## src/hdl/bacm_consts.svh

```systemverilog
/*
  Offsets, field positions and reset values of the bus access classifier monitor.
  Assumes inclusion by bare name from the monitor and the bench.
*/
`ifndef BACM_CONSTS_SVH
`define BACM_CONSTS_SVH

// ===========================================================================
// Register offsets (byte addresses)
`define BACM_CTRL_OFF     8'h00
`define BACM_STATUS_OFF   8'h04
`define BACM_CNT_BASE_OFF 8'h10
`define BACM_CNT_LAST_OFF 8'h3C

// ===========================================================================
// Control and status fields
`define BACM_CTRL_SRC_BIT   0
`define BACM_CTRL_EN_BIT    1
`define BACM_CTRL_CLR_BIT   2
`define BACM_CTRL_RST       2'h2
`define BACM_STAT_WB_BIT    0

// ===========================================================================
// Cache line layout of write-backs
`define BACM_LINE_FIRST     5'h00
`define BACM_LINE_HALF      5'h10
`define BACM_WORD_STEP      5'h04
`define BACM_WB4_BEATS      3'h4
`define BACM_WB8_BEATS      3'h0

// ===========================================================================
// AXI responses
`define BACM_RESP_OKAY      2'h0
`define BACM_RESP_SLVERR    2'h2

`endif

```

## src/hdl/bacm_pkg.sv

```systemverilog
/*
  Types of the bus access classifier monitor: access classes and tracker states.
  Assumes bacm_consts.svh is reachable on the include path.
*/
package bacm_pkg;
  // =========================================================================
  // Access classes, also the counter index
  localparam int BACM_NCNT = 12;
  typedef enum logic [3:0] {
    CL_IFETCH  = 4'h0,
    CL_DLOAD   = 4'h1,
    CL_NBSTORE = 4'h2,
    CL_WB4     = 4'h3,
    CL_ILINE   = 4'h4,
    CL_DLINE   = 4'h5,
    CL_WB8     = 4'h6,
    CL_IWALK   = 4'h7,
    CL_DWALK   = 4'h8,
    CL_BSTORE  = 4'h9,
    CL_UNEXP   = 4'hA,
    CL_ERROR   = 4'hB
  } bacm_class_t;

  // =========================================================================
  // Write-back burst tracker, one-hot
  typedef enum logic [1:0] {
    WB_IDLE = 2'b01,
    WB_RUN  = 2'b10
  } bacm_wb_state_t;
endpackage : bacm_pkg

```

## src/hdl/bacm_cnt_if.sv

```systemverilog
/*
  Carrier between the monitor core and its counter bank.
  Assumes one clock shared by both ends.
*/
interface bacm_cnt_if;
  logic [11:0] inc;
  logic        clear;
  logic [31:0] count [12];

  modport ctl  (output inc, output clear, input count);
  modport bank (input inc, input clear, output count);
endinterface : bacm_cnt_if

```

## src/hdl/bacm_counters.sv

```systemverilog
/*
  Bank of twelve 32-bit event counters, each bumped by one on its pulse.
  Assumes aclk and synchronous active-low aresetn; clear wins over a bump.
*/
module bacm_counters (
  // Clock and reset
  input wire logic aclk,
  input wire logic aresetn,
  // Counter carrier
  bacm_cnt_if.bank cnt
);
  logic [31:0] count_r   [12];
  logic [31:0] count_nxt [12];

  always_comb begin
    for (int i = 0; i < 12; i++) begin
      count_nxt[i] = count_r[i];
      if (cnt.clear) begin
        count_nxt[i] = 32'h0000_0000;
      end else if (cnt.inc[i]) begin
        count_nxt[i] = count_r[i] + 32'h0000_0001;
      end
    end
  end

  always_ff @(posedge aclk) begin
    for (int i = 0; i < 12; i++) begin
      if (!aresetn) begin
        count_r[i] <= 32'h0000_0000;
      end else begin
        count_r[i] <= count_nxt[i];
      end
    end
  end

  assign cnt.count = count_r;
endmodule : bacm_counters

```

## src/hdl/bacm_monitor.sv

```systemverilog
/*
  Bus access classifier monitor: decodes each observed system bus beat into
  an access class, counts it, and exposes the counts over AXI4-Lite.
  Assumes all bus observation pins are asynchronous to aclk, a synchronous
  active-low reset, and one outstanding AXI read and write at a time.
*/
// Operation
// RULE_01: Direction and protection bit come from the native or the bus signals, per control.
// RULE_02: Code 00 reads are instruction fetches with protection 0 and data loads with 1.
// RULE_03: Code 00 writes with protection 1 are nonbuffered single or multiple stores.
// RULE_04: Code 01 writes with protection 1 are four-word dirty write-backs.
// RULE_05: Code 10 reads are eight-word linefills, instruction with 0 and data with 1.
// RULE_06: Code 10 writes with protection 1 are eight-word dirty write-backs.
// RULE_07: Code 11 reads are table walks by protection bit, writes with bit set buffered stores.
// RULE_08: Beats are observed only under core grant and qualified by error, last and wait.
// RULE_09: All counts are readable by software through the memory-mapped port.
// RULE_10: Four-word write-backs walk 0x00-0x0C or 0x10-0x1C, eight-word ones 0x00-0x1C.
// RULE_11: Unassigned code, direction and protection mixes go to a separate unexpected count.
// RULE_12: Each class counts once per completed beat, waits excluded, errors counted apart.
`include "bacm_consts.svh"

module bacm_monitor
  import bacm_pkg::*;
(
  // Clock and reset
  input  wire logic        aclk,
  input  wire logic        aresetn,
  // Observed bus pins
  input  wire logic [1:0]  burst_code,
  input  wire logic        bus_write,
  input  wire logic        bus_prot0,
  input  wire logic        native_write_direction,
  input  wire logic        native_protection_bit0,
  input  wire logic        core_bus_grant,
  input  wire logic        data_phase,
  input  wire logic        slave_error,
  input  wire logic        slave_last,
  input  wire logic        slave_wait,
  input  wire logic [4:0]  addr_low,
  // AXI4-Lite write
  input  wire logic [7:0]  s_axi_awaddr,
  input  wire logic        s_axi_awvalid,
  output logic             s_axi_awready,
  input  wire logic [31:0] s_axi_wdata,
  input  wire logic [3:0]  s_axi_wstrb,
  input  wire logic        s_axi_wvalid,
  output logic             s_axi_wready,
  output logic [1:0]       s_axi_bresp,
  output logic             s_axi_bvalid,
  input  wire logic        s_axi_bready,
  // AXI4-Lite read
  input  wire logic [7:0]  s_axi_araddr,
  input  wire logic        s_axi_arvalid,
  output logic             s_axi_arready,
  output logic [31:0]      s_axi_rdata,
  output logic [1:0]       s_axi_rresp,
  output logic             s_axi_rvalid,
  input  wire logic        s_axi_rready
);
  // =========================================================================
  // Pin synchronisers
  logic [15:0] pin_s1_r;
  logic [15:0] pin_s2_r;
  always_ff @(posedge aclk) begin
    if (!aresetn) begin
      pin_s1_r <= 16'h0000;
      pin_s2_r <= 16'h0000;
    end else begin
      pin_s1_r <= {burst_code, bus_write, bus_prot0, native_write_direction,
                   native_protection_bit0, core_bus_grant, data_phase,
                   slave_error, slave_last, slave_wait, addr_low};
      pin_s2_r <= pin_s1_r;
    end
  end
  logic [1:0] code_s;
  logic       bwr_s, bpr_s, nwr_s, npr_s, gnt_s, act_s, err_s, last_s, wait_s;
  logic [4:0] addr_s;
  assign {code_s, bwr_s, bpr_s, nwr_s, npr_s, gnt_s, act_s,
          err_s, last_s, wait_s, addr_s} = pin_s2_r;

  // =========================================================================
  // Classification
  logic [1:0]  ctrl_r, ctrl_nxt;
  logic        wr_sel, pr_sel, beat_done;
  bacm_class_t cls;
  assign wr_sel = ctrl_r[`BACM_CTRL_SRC_BIT] ? nwr_s : bwr_s; // RULE_01
  assign pr_sel = ctrl_r[`BACM_CTRL_SRC_BIT] ? npr_s : bpr_s; // RULE_01

  always_comb begin
    case ({code_s, wr_sel, pr_sel})
      4'h0:    cls = CL_IFETCH;  // RULE_02
      4'h1:    cls = CL_DLOAD;   // RULE_02
      4'h3:    cls = CL_NBSTORE; // RULE_03
      4'h7:    cls = CL_WB4;     // RULE_04
      4'h8:    cls = CL_ILINE;   // RULE_05
      4'h9:    cls = CL_DLINE;   // RULE_05
      4'hB:    cls = CL_WB8;     // RULE_06
      4'hC:    cls = CL_IWALK;   // RULE_07
      4'hD:    cls = CL_DWALK;   // RULE_07
      4'hF:    cls = CL_BSTORE;  // RULE_07
      default: cls = CL_UNEXP;   // RULE_11
    endcase
  end

  // A retract (error with last) is neither a beat nor an error
  assign beat_done = ctrl_r[`BACM_CTRL_EN_BIT] && gnt_s && act_s && !wait_s
                     && !(err_s && last_s); // RULE_08 RULE_12

  // =========================================================================
  // Write-back burst tracker
  bacm_wb_state_t wb_st_r, wb_st_nxt;
  logic [4:0]     wb_addr_r, wb_addr_nxt;
  logic [2:0]     wb_left_r, wb_left_nxt;
  logic           wb_kind_r, wb_kind_nxt;
  logic           wb_beat, wb_bad, is_wb8;
  assign is_wb8  = (cls == CL_WB8);
  assign wb_beat = beat_done && !err_s && (cls == CL_WB4 || is_wb8);

  always_comb begin
    wb_st_nxt   = wb_st_r;
    wb_addr_nxt = wb_addr_r;
    wb_left_nxt = wb_left_r;
    wb_kind_nxt = wb_kind_r;
    wb_bad      = 1'b0;
    case (wb_st_r)
      WB_IDLE: begin
        if (wb_beat) begin
          if (addr_s == `BACM_LINE_FIRST
              || (!is_wb8 && addr_s == `BACM_LINE_HALF)) begin // RULE_10
            wb_st_nxt   = WB_RUN;
            wb_kind_nxt = is_wb8;
            wb_addr_nxt = addr_s + `BACM_WORD_STEP;
            wb_left_nxt = (is_wb8 ? `BACM_WB8_BEATS : `BACM_WB4_BEATS) - 3'h1;
          end else begin
            wb_bad = 1'b1; // RULE_10
          end
        end
      end
      WB_RUN: begin
        if (wb_beat) begin
          if (is_wb8 == wb_kind_r && addr_s == wb_addr_r) begin // RULE_10
            wb_addr_nxt = addr_s + `BACM_WORD_STEP;
            wb_left_nxt = wb_left_r - 3'h1;
            if (wb_left_r == 3'h1) begin
              wb_st_nxt = WB_IDLE;
            end
          end else begin
            wb_bad    = 1'b1;
            wb_st_nxt = WB_IDLE;
          end
        end else if (beat_done) begin
          wb_st_nxt = WB_IDLE;
        end
      end
      default: wb_st_nxt = WB_IDLE;
    endcase
  end

  always_ff @(posedge aclk) begin
    if (!aresetn) begin
      wb_st_r   <= WB_IDLE;
      wb_addr_r <= 5'h00;
      wb_left_r <= 3'h0;
      wb_kind_r <= 1'b0;
    end else begin
      wb_st_r   <= wb_st_nxt;
      wb_addr_r <= wb_addr_nxt;
      wb_left_r <= wb_left_nxt;
      wb_kind_r <= wb_kind_nxt;
    end
  end

  // =========================================================================
  // Count pulses, registered so the counter bank sees a clean one-cycle bump
  logic [11:0] inc_r, inc_nxt;
  always_comb begin
    inc_nxt = 12'h000;
    if (beat_done) begin
      if (err_s) begin
        inc_nxt[CL_ERROR] = 1'b1; // RULE_12
      end else if (wb_bad) begin
        inc_nxt[CL_UNEXP] = 1'b1; // RULE_10 RULE_11
      end else begin
        inc_nxt[cls] = 1'b1; // RULE_12
      end
    end
  end
  always_ff @(posedge aclk) begin
    if (!aresetn) begin
      inc_r <= 12'h000;
    end else begin
      inc_r <= inc_nxt;
    end
  end

  bacm_cnt_if cnt ();
  logic clr_pulse;
  assign cnt.inc   = inc_r;
  assign cnt.clear = clr_pulse;
  bacm_counters u_counters (
    .aclk    (aclk),
    .aresetn (aresetn),
    .cnt     (cnt)
  );

  // =========================================================================
  // AXI4-Lite slave; address and data may arrive in either order
  logic        aw_got_r, aw_got_nxt, w_got_r, w_got_nxt, bvalid_nxt, rvalid_nxt;
  logic [7:0]  awaddr_r, awaddr_nxt;
  logic [31:0] wdata_r, wdata_nxt, rdata_nxt;
  logic [3:0]  wstrb_r, wstrb_nxt;
  logic [1:0]  bresp_nxt, rresp_nxt;
  logic        wr_fire, wr_hit;
  assign s_axi_awready = !aw_got_r && !s_axi_bvalid;
  assign s_axi_wready  = !w_got_r && !s_axi_bvalid;
  assign s_axi_arready = !s_axi_rvalid;
  assign wr_fire       = aw_got_r && w_got_r;
  assign wr_hit        = (awaddr_r == `BACM_CTRL_OFF);
  assign clr_pulse     = wr_fire && wr_hit && wstrb_r[0] && wdata_r[`BACM_CTRL_CLR_BIT];

  always_comb begin
    aw_got_nxt = aw_got_r;
    w_got_nxt  = w_got_r;
    awaddr_nxt = awaddr_r;
    wdata_nxt  = wdata_r;
    wstrb_nxt  = wstrb_r;
    ctrl_nxt   = ctrl_r;
    bvalid_nxt = s_axi_bvalid && !s_axi_bready;
    bresp_nxt  = s_axi_bresp;
    if (s_axi_awvalid && s_axi_awready) begin
      aw_got_nxt = 1'b1;
      awaddr_nxt = s_axi_awaddr;
    end
    if (s_axi_wvalid && s_axi_wready) begin
      w_got_nxt = 1'b1;
      wdata_nxt = s_axi_wdata;
      wstrb_nxt = s_axi_wstrb;
    end
    if (wr_fire) begin
      aw_got_nxt = 1'b0;
      w_got_nxt  = 1'b0;
      bvalid_nxt = 1'b1;
      bresp_nxt  = (wr_hit || awaddr_r == `BACM_STATUS_OFF
                   || (awaddr_r >= `BACM_CNT_BASE_OFF && awaddr_r <= `BACM_CNT_LAST_OFF
                       && awaddr_r[1:0] == 2'h0)) ? `BACM_RESP_OKAY : `BACM_RESP_SLVERR;
      if (wr_hit && wstrb_r[0]) begin
        ctrl_nxt = wdata_r[1:0]; // RULE_01
      end
    end
  end

  always_comb begin
    rvalid_nxt = s_axi_rvalid && !s_axi_rready;
    rdata_nxt  = s_axi_rdata;
    rresp_nxt  = s_axi_rresp;
    if (s_axi_arvalid && s_axi_arready) begin
      rvalid_nxt = 1'b1;
      rresp_nxt  = `BACM_RESP_OKAY;
      rdata_nxt  = 32'h0000_0000;
      if (s_axi_araddr == `BACM_CTRL_OFF) begin
        rdata_nxt[1:0] = ctrl_r;
      end else if (s_axi_araddr == `BACM_STATUS_OFF) begin
        rdata_nxt[`BACM_STAT_WB_BIT] = (wb_st_r == WB_RUN);
      end else if (s_axi_araddr >= `BACM_CNT_BASE_OFF && s_axi_araddr <= `BACM_CNT_LAST_OFF
                   && s_axi_araddr[1:0] == 2'h0) begin
        rdata_nxt = cnt.count[4'(s_axi_araddr[5:2] - 4'h4)]; // RULE_09
      end else begin
        rresp_nxt = `BACM_RESP_SLVERR;
      end
    end
  end

  always_ff @(posedge aclk) begin
    if (!aresetn) begin
      aw_got_r     <= 1'b0;
      w_got_r      <= 1'b0;
      awaddr_r     <= 8'h00;
      wdata_r      <= 32'h0000_0000;
      wstrb_r      <= 4'h0;
      ctrl_r       <= `BACM_CTRL_RST;
      s_axi_bvalid <= 1'b0;
      s_axi_bresp  <= `BACM_RESP_OKAY;
      s_axi_rvalid <= 1'b0;
      s_axi_rdata  <= 32'h0000_0000;
      s_axi_rresp  <= `BACM_RESP_OKAY;
    end else begin
      aw_got_r     <= aw_got_nxt;
      w_got_r      <= w_got_nxt;
      awaddr_r     <= awaddr_nxt;
      wdata_r      <= wdata_nxt;
      wstrb_r      <= wstrb_nxt;
      ctrl_r       <= ctrl_nxt;
      s_axi_bvalid <= bvalid_nxt;
      s_axi_bresp  <= bresp_nxt;
      s_axi_rvalid <= rvalid_nxt;
      s_axi_rdata  <= rdata_nxt;
      s_axi_rresp  <= rresp_nxt;
    end
  end
endmodule : bacm_monitor

```

## config.mk

```make
export PLATFORM = sky130hd
export DESIGN_NAME = bacm_monitor
export DESIGN_NICKNAME = d
export VERILOG_FILES = /design/src/hdl/bacm_pkg.sv /design/src/hdl/bacm_cnt_if.sv /design/src/hdl/bacm_counters.sv /design/src/hdl/bacm_monitor.sv
export VERILOG_INCLUDE_DIRS = /design/src /design/src/hdl
export SDC_FILE = /design/constraint.sdc
export NUM_CORES = 1
export LEC_CHECK = 0
export BUFFER_PORTS_ARGS = -buffer_cell sky130_fd_sc_hd__clkbuf_2
export CAP_MARGIN = 20
export CORE_MARGIN = 2
export CORE_UTILIZATION = 56
export CTS_CLUSTER_DIAMETER = 40
export CTS_CLUSTER_SIZE = 25
export DETAILED_ROUTE_END_ITERATION = 8
export PLACE_DENSITY = 0.83
export SLEW_MARGIN = 40
export SYNTH_ARGS = -nofsm -noshare
export SYNTH_HDL_FRONTEND = slang
export SYNTH_SLANG_ARGS = --single-unit
```

## constraint.sdc

```tcl
create_clock -name aclk -period 2.34 [get_ports aclk]
set_input_delay 0.351 -clock aclk [delete_from_list [all_inputs] [get_ports aclk]]
set_output_delay 0.351 -clock aclk [all_outputs]
set_load 0.005 [all_outputs]
```

==> metrics.md, run 1 <==
| Metric | Value |
|---|---|
| Startpoint Class | `flip-flop` |
| Die height | `~210 microns` |
| 1st-iter DRT viols | `about 2,200` |
| Critical path buffers and inverters | `0` |
| CTS H-tree depth | `2` |
| Mapped cell area | `23,500 sq um` |
| First-pass GRT wire length | `102,000 microns` |
| Total power draw | `18.6 mW` |
| Synth Flop Type | `dfxtp_1` |
| Max-capacitance violation count | `0` |
| Slew HR | `0.520` |
| Worst-margin pin slew | `0.714 ns` |
| Width of the chip | `209 microns` |
| Detail Route Antenna Nets | `0` |
| Worst vdd ir | `0.634 mV` |
| Peak Freq | `0.413 GHz` |
| Drt wl/cell | `19.4 microns` |
| Clock Skew | `about 0.035 ns` |
| DR pass1 iterations | `7` |
| Clock Tree Root | `clkbuf_16` |
| Failing checks | `negative setup slack` |
| Hold Crit Class | `primary input to flip-flop` |
| Ys async rst share | `0` |
| Nets | `2,840` |
| Max incr delay on CP | `0.41 ns` |
| Final Instance Area | `27,600 sq um` |
| CTS tree | `yes` |
| Gr usage total | `0.291` |
| Critical Path RT | `2.87 ns` |
| Top delay family on crit path | `compound AO/OA/AOI/OAI gates` |
| I/O Buffers | `81` |
| Status | `finished with violations` |
| N_diodes | `0` |
| RSZ-0062 raised after global routing | `true` |
| Routed WL | `about 64,000 microns` |
| Final Cycle Share | `1.03` |
| Setup violators final | `17` |
| Fin. max-slew vios | `0` |
| Largest net degree at the start of global routing | `47` |
| Clock Pin Slew Worst Setup and Hold Paths | `0.07 ns` |
| Top cell type's share of synthesized area | `0.419` |
| Placer Congestion | `0.922` |
| Area growth from synthesis to layout | `17.6%` |
| PnR worst setup slack | `-0.0805 ns` |
| Die area | `43,500 sq um` |
| Via/cell ratio | `6.03` |
| Post-synth EDFFs | `0` |
| Count leader, synth | `dfxtp_1` |
| Top cells by area, synth | `dfxtp_1 (42%), mux4_2 (9.4%), xor2_1 (8.7%), nor2_1 (6.7%), nand2_1 (4.2%)` |
| Kind of end point of the critical path | `flip-flop` |
| Synth warn | `0` |
| Synth cell types | `62` |
| Final Hold Violating Endpoints | `0` |
| DRC Markers | `0` |
| CP max-delay cell | `a2111o_1` |
| # clock sinks | `491` |
| DPL Wire Length | `45,400 microns` |
| Vias post-DR | `20,000` |
| CTS buffer count | `57` |
| Dpl cell area | `25,100 sq um` |
| Leak | `10.1 nW` |
| Initial antenna violation count | `0` |
| Cells after Synth | `2,579` |
| Total gr overflow | `0` |
| Sequential area share after synthesis | `0.419` |
| Synth area leader | `dfxtp_1` |
| #FFs+latches synth | `491` |
| CP Class | `flip-flop to flip-flop` |
| Io pins | `116` |
| Crit path arrival time | `between 2 and 3 ns` |
| Avg Cell Area, Syn | `9.10 sq um` |
| Final Critical Period | `2.42 ns` |
| Vias in the first global route | `approximately 20,000` |
| Initial Utilization | `0.571` |
| Clk_lat worst skew | `0.64 ns` |
| Crit-path most repeated cell | `and2_4` |
| Clk buf depth | `3` |
| Std-Cell Rows | `74` |
| Core ar. | `around 41,000 sq um` |
| Commonest cells in the netlist | `dfxtp_1 (491), nor2_1 (419), nand2_1 (263)` |
| Layout cells sized above 1 | `0.156` |
| Power per cell area | `around 670 nW/um^2` |
| CP Cell Sequence | `mux2_4 -> ha_4 -> mux2i_4 -> and2_4 -> a2111o_1 -> and2_4 -> a21o_4 -> o31ai_2` |
| CP Max Fanout | `8` |
[path summary, 6_finish.rpt]
check / startpoint / end / slack (ns) / depth (start not counted)
worst max register to register: ctrl_r[0] / wb_left_r[0] / -0.08 / 8
worst min register to register: pin_s1_r[1] / pin_s2_r[1] / 0.44 / 1
worst max-delay path: ctrl_r[0] / wb_left_r[0] / -0.08 / 8
worst min-delay path: s_axi_arvalid / s_axi_rvalid / 0.06 / 3
[stage by stage]
step	util	worst slack [ns]	hold slack [ns]	std cells	setup TNS [ns]
after global placement	0.611	-0.0394	0.415	3182	-0.235
after CTS	0.668	-0.0256	0.0453	3319	-0.117
final	0.671	-0.0805	0.0610	3320	-0.602
after global routing	0.671	-0.136	0.0550	3320	-1.83
after detailed placement	0.611	-0.195	0.420	3182	-1.53
after floorplan	-	-0.0644	0.412	2580	-0.632
[tightest hold or removal path, stage by stage]
cell      delay, ns
clkbuf_2       0.10
nor2_1         0.10
a211oi_1       0.07
[kinds of logic (layout without fill, tap and decap cells)]
group           after synthesis  in the layout  share of synthesized area
compound gates              183            183                     0.0441
xor+xnor                    344            344                      0.128
fa+ha+maj                    23             23                     0.0123
buf+inv                     168            376                     0.0304
flops                       491            491                      0.419
mux                         158            158                      0.120
other cells                   1              2                   0.000160
simple gates               1211           1211                      0.246
[sequential cells by signal, summed over array words and instances (netlist names), 2 cells and up]
name	cells
awaddr_r	8
cnt.inc	12
ctrl_r	2
pin_s1_r	16
pin_s2_r	16
s_axi_rdata	32
u_counters.cnt.count	384
wb_addr_r	5
wb_left_r	3
wb_st_r	2
wdata_r	3
[cells in the final DEF (no fill, tap or decap), drive strengths merged, types with 3 or more instances in the layout]
cell type and instances:
a211oi 3, a21oi 83, a31oi 3, and2 50, and3 73, and4 35
buf 116, clkbuf 139, clkinv 17, clkinvlp 7, dfxtp 491, dlygate4sd3 30
ha 23, inv 65, mux2i 58, mux4 98, nand2 263, nand2b 4
nand3 158, nand4 79, nand4b 4, nor2 419, nor2b 10, nor3 36
nor4 24, o21ai 71, or2 6, or3 41, xnor2 111, xor2 233
[per-layer routing]
layer,global-route usage,wire (microns),vias up
met5,0,0,-
met3,0.0488,5650,200
met1,0.366,25100,9591
met2,0.482,30300,996
li1,-,-,9245
met4,0.154,3310,0
[area by class of cell]
class	count	area, sq um
sequential	491	9830
fill	2924	13500
inverter	46	173
multi-input combinational	1921	13100
tap	532	666
timing repair buffer	225	1810
clock inverter	45	562
clock buffer	60	1440
[where the power goes]
group	internal (mW)	switching [mW]
combinational	0.394	0.554
clock	5.00	4.21
sequential	8.41	0.0414
[what timing repair did]
item	in CTS	in global routing
endpoints found under the setup margin	19	22
hold buffers	30	0
pin swaps	4	10
buffers inserted	2	1
hold endpoints to repair	30	0
gates resized for setup	8	18
Note: power is estimated with default switching activity, not from simulation.
==> inputs of run 2 (changes only) <==
--- a/config.mk
+++ b/config.mk
@@ -8,12 +8,14 @@
 export LEC_CHECK = 0
 export BUFFER_PORTS_ARGS = -buffer_cell sky130_fd_sc_hd__clkbuf_2
 export CAP_MARGIN = 20
+export CELL_PAD_IN_SITES_DETAIL_PLACEMENT = 2
+export CELL_PAD_IN_SITES_GLOBAL_PLACEMENT = 2
 export CORE_MARGIN = 2
-export CORE_UTILIZATION = 56
+export CORE_UTILIZATION = 35
 export CTS_CLUSTER_DIAMETER = 40
 export CTS_CLUSTER_SIZE = 25
 export DETAILED_ROUTE_END_ITERATION = 8
-export PLACE_DENSITY = 0.83
+export PLACE_DENSITY = 0.82
 export SLEW_MARGIN = 40
 export SYNTH_ARGS = -nofsm -noshare
 export SYNTH_HDL_FRONTEND = slang
==> run 2 against run 1 <==
Net effect: the flow still finishes with violations (negative setup slack); flip-flop and latch count did not move; wire length is 75% higher; global-route usage is 0.64 points higher; non-clock buffer count grew 60; critical path type unchanged.
==> metrics.md, run 2 (synthesized netlist as in run 1, its figures left out) <==
| Metric | Value |
|---|---|
| Top delay family on crit path | `compound AO/OA/AOI/OAI gates` |
| Kind of end point of the critical path | `flip-flop` |
| Clock Tree Root | `clkbuf_16` |
| CP Class | `flip-flop to flip-flop` |
| Top Usage Layer GRT | `met2` |
| Max-capacitance violation count | `0 (unchanged)` |
| Area growth from synthesis to layout | `28.6%` |
| CTS tree | `yes` |
| Register area | `9840 sq um (about the same)` |
| Placed cell count | `3,548 (+12%)` |
| CP Cell Sequence | `mux2_4 -> buf_4 -> ha_2 -> mux2i_1 -> a21o_1 -> buf_4 -> o221ai_1 -> a22oi_2 -> buf_6 -> a221oi_4 -> o32ai_1` |
| Hold endpoint | `s_axi_rvalid` |
| Worst reg2reg setup slack | `-0.47 ns (-0.39 ns)` |
| Setup WS pre-CTS | `-0.293 ns (-0.0982 ns)` |
| Final Critical Period | `2.81 ns (+0.386 ns)` |
| Fill cell count | `6,901 (+140%)` |
| Initial antenna violation count | `4 (+4)` |
| # clock sinks | `491 (unchanged)` |
| Power per cell area | `800 nW/um^2 (+19%)` |
| Core ar. | `66,100 sq um (+61%)` |
| Io pins | `116 (unchanged)` |
| Fin. max-slew vios | `0 (unchanged)` |
| CP Max Fanout | `4 (-4)` |
| Worst vdd ir | `0.661 mV (+4.3%)` |
| Vias post-DR | `22,400 (+12%)` |
| Leak | `11.1 nW (+10%)` |
| Clk buf depth | `3 (unchanged)` |
| Grt met2 use | `0.544 (+0.0618)` |
| Critical Path RT | `2.84 ns (-0.03 ns)` |
| CTS buffer count | `91 (+60%)` |
| Worst R2R Path Depth | `11 (+3)` |
| 1st-iter DRT viols | `1,783 (-19%)` |
| Worst hold start | `s_axi_arvalid` |
| Clk_lat worst skew | `0.67 ns (+0.03 ns)` |
| Crit-path most repeated cell | `buf_4` |
| PnR worst setup slack | `-0.467 ns (-0.386 ns)` |
| Max FFs per register | `384 (unchanged)` |
| Crit Reg-Reg Endpoint | `wb_left_r[2]` |
| Layout cells sized above 1 | `0.198 (+0.0416)` |
| Status | `finished with violations` |
| Die height | `263 microns (+26%)` |
| Std-Cell Rows | `94 (+27%)` |
| DPL Wire Length | `62,200 microns (+37%)` |
| Setup violators final | `38 (+21)` |
| Crit path arrival time | `3.31 ns (+0.36 ns)` |
| Initial Utilization | `0.355 (-0.216)` |
| Peak Freq | `0.356 GHz (-14%)` |
| Critical path buffers and inverters | `3 (+3)` |
| Detail Route Antenna Nets | `0 (unchanged)` |
| Multi-input gate area | `13,300 sq um (+1.4%)` |
| Final Cycle Share | `1.20 (+0.165)` |
| Total gr overflow | `0 (unchanged)` |
| RR Startpoint | `ctrl_r[0]` |
| Commonest non-fill, non-tap cell in the layout | `dfxtp_1` |
| I/O Buffers | `81 (unchanged)` |
| Routed WL | `113,000 microns (+75%)` |
| First-pass GRT wire length | `159,000 microns (+56%)` |
| Clock Skew | `0.0351 ns (-0.000242 ns)` |
| Via/cell ratio | `5.93 (-1.7%)` |
| Failing checks | `negative setup slack` |
| Slew HR | `0.520 (about the same)` |
| CTS H-tree depth | `3 (+1)` |
| DRC Markers | `0 (unchanged)` |
| Met1 GRT Util | `0.329 (-0.0365)` |
| Max incr delay on CP | `0.41 ns (about the same)` |
| Most frequent cells in the layout | `dfxtp_1 (487), nor2_1 (417), nand2_1 (263)` |
| DR pass1 iterations | `5 (-2)` |
| Die area | `69,100 sq um (+59%)` |
| Worst-margin pin slew | `0.715 ns (+0.000336 ns)` |
| Startpoint Class | `flip-flop` |
| Largest net degree at the start of global routing | `45 (-4.3%)` |
| Hold Crit Class | `primary input to flip-flop` |
| Drt wl/cell | `29.9 microns (+54%)` |
| Placer Congestion | `0.870 (-5.6%)` |
| Clock Pin Slew Worst Setup and Hold Paths | `0.06 ns (about the same)` |
| Nets | `2,934 (+3.3%)` |
| Gr usage total | `0.297 (+0.00638)` |
| Worst Setup SP | `ctrl_r[0]` |
| Final Hold Violating Endpoints | `0 (unchanged)` |
| Width of the chip | `263 microns (+26%)` |
| Hold path depth | `3 (unchanged)` |
| CP max-delay cell | `o32ai_1` |
| RSZ-0062 raised after global routing | `true` |
| Vias in the first global route | `25,000 (+27%)` |
| Final non-filler cell total | `3,774 (+14%)` |
| Met3 Usage GRT | `0.0499 (+0.00110)` |
[run 2: cell count changes in the layout (fill, tap and decap cells not counted), sizes merged]
cell      before  now
buf          116  168
clkinv        17   16
clkbuf       139  198
clkinvlp       7   10
diode          0    1
inv           65   61
bufinv         2   14
[run 2: stage by stage]
stage                     setup TNS (ns)   util  power, mW  hold WS (ns)  instance area (sq um)
after floorplan                   -0.632      -       9.18         0.412                  23500
after global placement            -0.683  0.391       9.52         0.419                  25800
after detailed placement           -2.29  0.391       9.58         0.422                  25800
after CTS                          -1.07  0.447       23.9        0.0107                  29500
after global routing               -8.71  0.456       24.7        0.0272                  30200
final                              -4.44  0.456       24.1        0.0166                  30200
[run 2: where the power goes]
part	internal [mW]	leakage (nW)	switching (mW)
Clock	9.13	1.56	5.31
Sequential	8.43	3.97	0.0556
Combinational	0.483	5.62	0.736
[run 2: routing by layer]
metal	routed length [microns]	part of all wire
met3	6030	0.053
met4	6950	0.062
met5	40	0.00035
met1	41300	0.37
met2	58500	0.52
[run 2: tightest hold or removal path, stage by stage]
cell and delay (ns):
clkbuf_2 0.11, nor2_1 0.11, a211oi_1 0.06
[run 2: cell type report]
class,count,area share
multi-input cells,1921,0.440
flip-flops and latches,491,0.326
repair buffers,285,0.0846
clock buffers,111,0.0816
well taps,864,0.0358
clock inverters,55,0.0258
inverters,46,0.00572
diodes,1,0.0000829
[run 2: worst max-delay path by stage]
stage | cells past startpoint | end | slack (ns)
6_report | 11 | wb_left_r[2] | -0.47
5_1_grt | 11 | wb_left_r[2] | -0.51
4_1_cts | 8 | cnt.inc[1] | -0.13
3_5_place_dp | 9 | wb_st_r[0] | -0.29
3_3_place_gp | 9 | wb_addr_r[0] | -0.08
2_1_floorplan | 11 | wb_left_r[0] | -0.06
[run 2: timing repair]
action / CTS / global route
hold endpoints to repair: 30 / 0
setup buffers: 7 / 14
gates cloned: 0 / 10
pin swaps: 15 / 22
endpoints found under the setup margin: 33 / 82
resized for setup: 21 / 62
hold buffers: 30 / 0
==> inputs of run 3 (changes only) <==
--- a/config.mk
+++ b/config.mk
@@ -15,7 +15,7 @@
 export CTS_CLUSTER_DIAMETER = 40
 export CTS_CLUSTER_SIZE = 25
 export DETAILED_ROUTE_END_ITERATION = 8
-export PLACE_DENSITY = 0.82
+export PLACE_DENSITY = 0.78
 export SLEW_MARGIN = 40
 export SYNTH_ARGS = -nofsm -noshare
 export SYNTH_HDL_FRONTEND = slang
==> constraint.sdc (replaced) <==
create_clock -name aclk -period 2.4 [get_ports aclk]
set_input_delay 0.36 -clock aclk [delete_from_list [all_inputs] [get_ports aclk]]
set_output_delay 0.36 -clock aclk [all_outputs]
set_load 0.005 [all_outputs]
==> run 3 against run 2 <==
Net effect: the run still ends with negative setup slack left; sequential power decreased by 2.5%; worst hold slack gained 0.021 ns; utilization fell by 0.54 points; via count shrank 6.2%; total power down 2.6%; non-clock buffer count shrank 35; global-route usage fell by 3.0 points; maximum frequency up 9.5%; register-to-register slack improved by 0.30 ns; critical path type unchanged; critical endpoint is now cnt.inc[1]; largest cell class unchanged.
==> metrics.md, run 3 (synthesized netlist as in run 1, its figures left out) <==
| Metric | Value |
|---|---|
| Status | `finished with violations` |
| Failing checks | `negative setup slack` |
| Total gr overflow | `0 (unchanged)` |
| Clock Tree Root | `clkbuf_16` |
| Crit Reg-Reg Endpoint | `cnt.inc[1]` |
| Io pins | `116 (unchanged)` |
| Width of the chip | `263 microns (unchanged)` |
| Hold Crit Class | `primary input to flip-flop` |
| Critical path buffers and inverters | `0 (-3)` |
| Vias post-DR | `21,000 (-6.2%)` |
| Std-Cell Rows | `94 (unchanged)` |
| Setup TNS Final | `-1.50 ns (+2.94 ns)` |
| DRC Markers | `0 (unchanged)` |
| Worst vdd ir | `0.541 mV (-18%)` |
| Startpoint Class | `flip-flop` |
| CTS H-tree depth | `3 (unchanged)` |
| Stages on worst setup path | `8 (-3)` |
| Nets | `2,905 (-0.99%)` |
| Worst R2R Path Depth | `8 (-3)` |
| Gr usage total | `0.267 (-0.0303)` |
| Final Hold Violating Endpoints | `0 (unchanged)` |
| PnR worst setup slack | `-0.163 ns (+0.304 ns)` |
| Dpl cell area | `25,700 sq um (-0.52%)` |
| Crit path arrival time | `3.10 ns (-0.21 ns)` |
| Power per cell area | `789 nW/um^2 (-1.4%)` |
| Routed WL | `96,600 microns (-14%)` |
| Commonest non-fill, non-tap cell in the layout | `dfxtp_1` |
| Clk buf depth | `3 (unchanged)` |
| Clock Skew | `0.0349 ns (-0.000174 ns)` |
| Final Cycle Share | `1.07 (-0.132)` |
| Vias in the first global route | `23,800 (-5.0%)` |
| Core ar. | `66,100 sq um (unchanged)` |
| Initial antenna violation count | `2 (-2)` |
| CP Class | `flip-flop to flip-flop` |
| Drt wl/cell | `25.8 microns (-14%)` |
| Fill cell count | `6,906 (+0.072%)` |
| CP max-delay cell | `a2111o_1` |
| Multi-input gate area | `13,200 sq um (-0.87%)` |
| Setup violators final | `17 (-55%)` |
| Top delay family on crit path | `compound AO/OA/AOI/OAI gates` |
| Clk_lat worst skew | `0.67 ns (about the same)` |
| Peak Freq | `0.390 GHz (+9.5%)` |
| Detail Route Antenna Nets | `0 (unchanged)` |
| RSZ-0062 raised after global routing | `true` |
| N_diodes | `0 (-1)` |
| Worst-margin pin slew | `0.733 ns (+0.0181 ns)` |
| CP Max Fanout | `7 (+3)` |
| RR Startpoint | `pin_s2_r[12]` |
| DPL Wire Length | `60,000 microns (-3.5%)` |
| Critical Path RT | `2.94 ns (+0.10 ns)` |
| CP Cell Sequence | `mux2_4 -> ha_4 -> mux2i_4 -> and2_4 -> a2111o_1 -> and2_4 -> a31o_4 -> nor4_4` |
| Max FFs per register | `384 (unchanged)` |
| Largest net degree at the start of global routing | `52 (+16%)` |
| First-pass GRT wire length | `145,000 microns (-9.2%)` |
| Placer Congestion | `0.879 (+0.94%)` |
| # clock sinks | `491 (unchanged)` |
| Via/cell ratio | `5.60 (-5.6%)` |
| Area growth from synthesis to layout | `27.1%` |
| Fin. max-slew vios | `0 (unchanged)` |
| Most frequent cells in the layout | `dfxtp_1 (488), nor2_1 (418), nand2_1 (263)` |
| 1st-iter DRT viols | `1,230 (-31%)` |
| Leak | `11.0 nW (-1.5%)` |
| Worst Setup SP | `pin_s2_r[12]` |
| Die area | `69,100 sq um (unchanged)` |
| CTS tree | `yes` |
| Worst reg2reg setup slack | `-0.16 ns (+0.30 ns)` |
| DR pass1 iterations | `5 (unchanged)` |
| Hold path depth | `3 (unchanged)` |
| Layout cells sized above 1 | `0.186 (-0.0121)` |
| I/O Buffers | `81 (unchanged)` |
| Initial Utilization | `0.355 (unchanged)` |
| Max-capacitance violation count | `0 (unchanged)` |
| Clock Pin Slew Worst Setup and Hold Paths | `0.07 ns (about the same)` |
| Crit-path most repeated cell | `and2_4` |
| Die height | `263 microns (unchanged)` |
| Final Instance Area | `29,800 sq um (-1.2%)` |
| Final Critical Period | `2.56 ns (-0.244 ns)` |
| Register area | `9840 sq um (about the same)` |
| Worst setup path endpoint | `cnt.inc[1]` |
| CTS buffer count | `97 (+6.6%)` |
| Slew HR | `0.512 (-0.00842)` |
| Max incr delay on CP | `0.41 ns (about the same)` |
| Kind of end point of the critical path | `flip-flop` |
==> run 3: routing by layer <==
| metal | GRT usage | part of all wire | vias to the layer above |
|---|---|---|---|
| met3 | 0.0488 | 0.049 | 232 |
| met2 | 0.481 | 0.51 | 570 |
| met1 | 0.306 | 0.40 | 10800 |
| met4 | 0.125 | 0.045 | 2 |
| met5 | 0 | 0.00014 | - |
| li1 | - | - | 9408 |
==> run 3: worst register-to-register path, delay by kind of cell, from the launching register on <==
kind,cells,cell delay [ns]
adders and majority gates,1,0.30
DFF,1,0.38
muxes,2,0.42
AOI/OAI and AO/OA,2,0.68
and+or+nand+nor,3,0.66
==> run 3: how the worst min path moves through the flow <==
stage | startpoint | to | slack [ns]
final | s_axi_wstrb[0] | wstrb_r[0] | 0.04
after global routing | s_axi_wdata[2] | wdata_r[2] | 0.04
after CTS | s_axi_arvalid | s_axi_rvalid | 0.0006
after detailed placement | pin_s1_r[3] | pin_s2_r[3] | 0.42
after global placement | pin_s1_r[15] | pin_s2_r[15] | 0.42
after floorplan | pin_s1_r[0] | pin_s2_r[0] | 0.41
==> run 3: layout make-up <==
type	count	share of cell area
multi-input combinational	1921	0.442
clock buffer	120	0.0897
timing repair buffer	250	0.0729
tap	864	0.0363
clock inverter	60	0.0238
inverter	46	0.00579
sequential	491	0.330
==> run 3: what timing repair did <==
item	4_1_cts	5_1_grt
endpoints found under the hold margin	28	0
gates resized for setup	10	31
pin swaps	3	16
endpoints found under the setup margin	17	390
setup buffers	0	7
gates cloned	0	6
hold buffers	28	0
==> run 3: stage by stage <==
stage	instances	util	power, mW	setup slack, ns	hold slack (ns)
after floorplan	2580	-	8.95	-0.00447	0.412
after global placement	3531	0.389	9.25	-0.0357	0.418
after detailed placement	3531	0.389	9.30	-0.114	0.422
after CTS	3739	0.445	23.5	-0.0338	0.000648
after global routing	3752	0.451	24.2	-0.167	0.0390
final	3752	0.451	23.5	-0.163	0.0373
==> run 3: report_power, final <==
part / total (mW) / leakage [nW] / internal, mW / switching (mW)
Combinational: 1.05 / 5.41 / 0.415 / 0.634
Clock: 14.2 / 1.62 / 9.06 / 5.14
Sequential: 8.27 / 3.97 / 8.22 / 0.0504
Total: 23.5 / 11.0 / 17.7 / 5.82
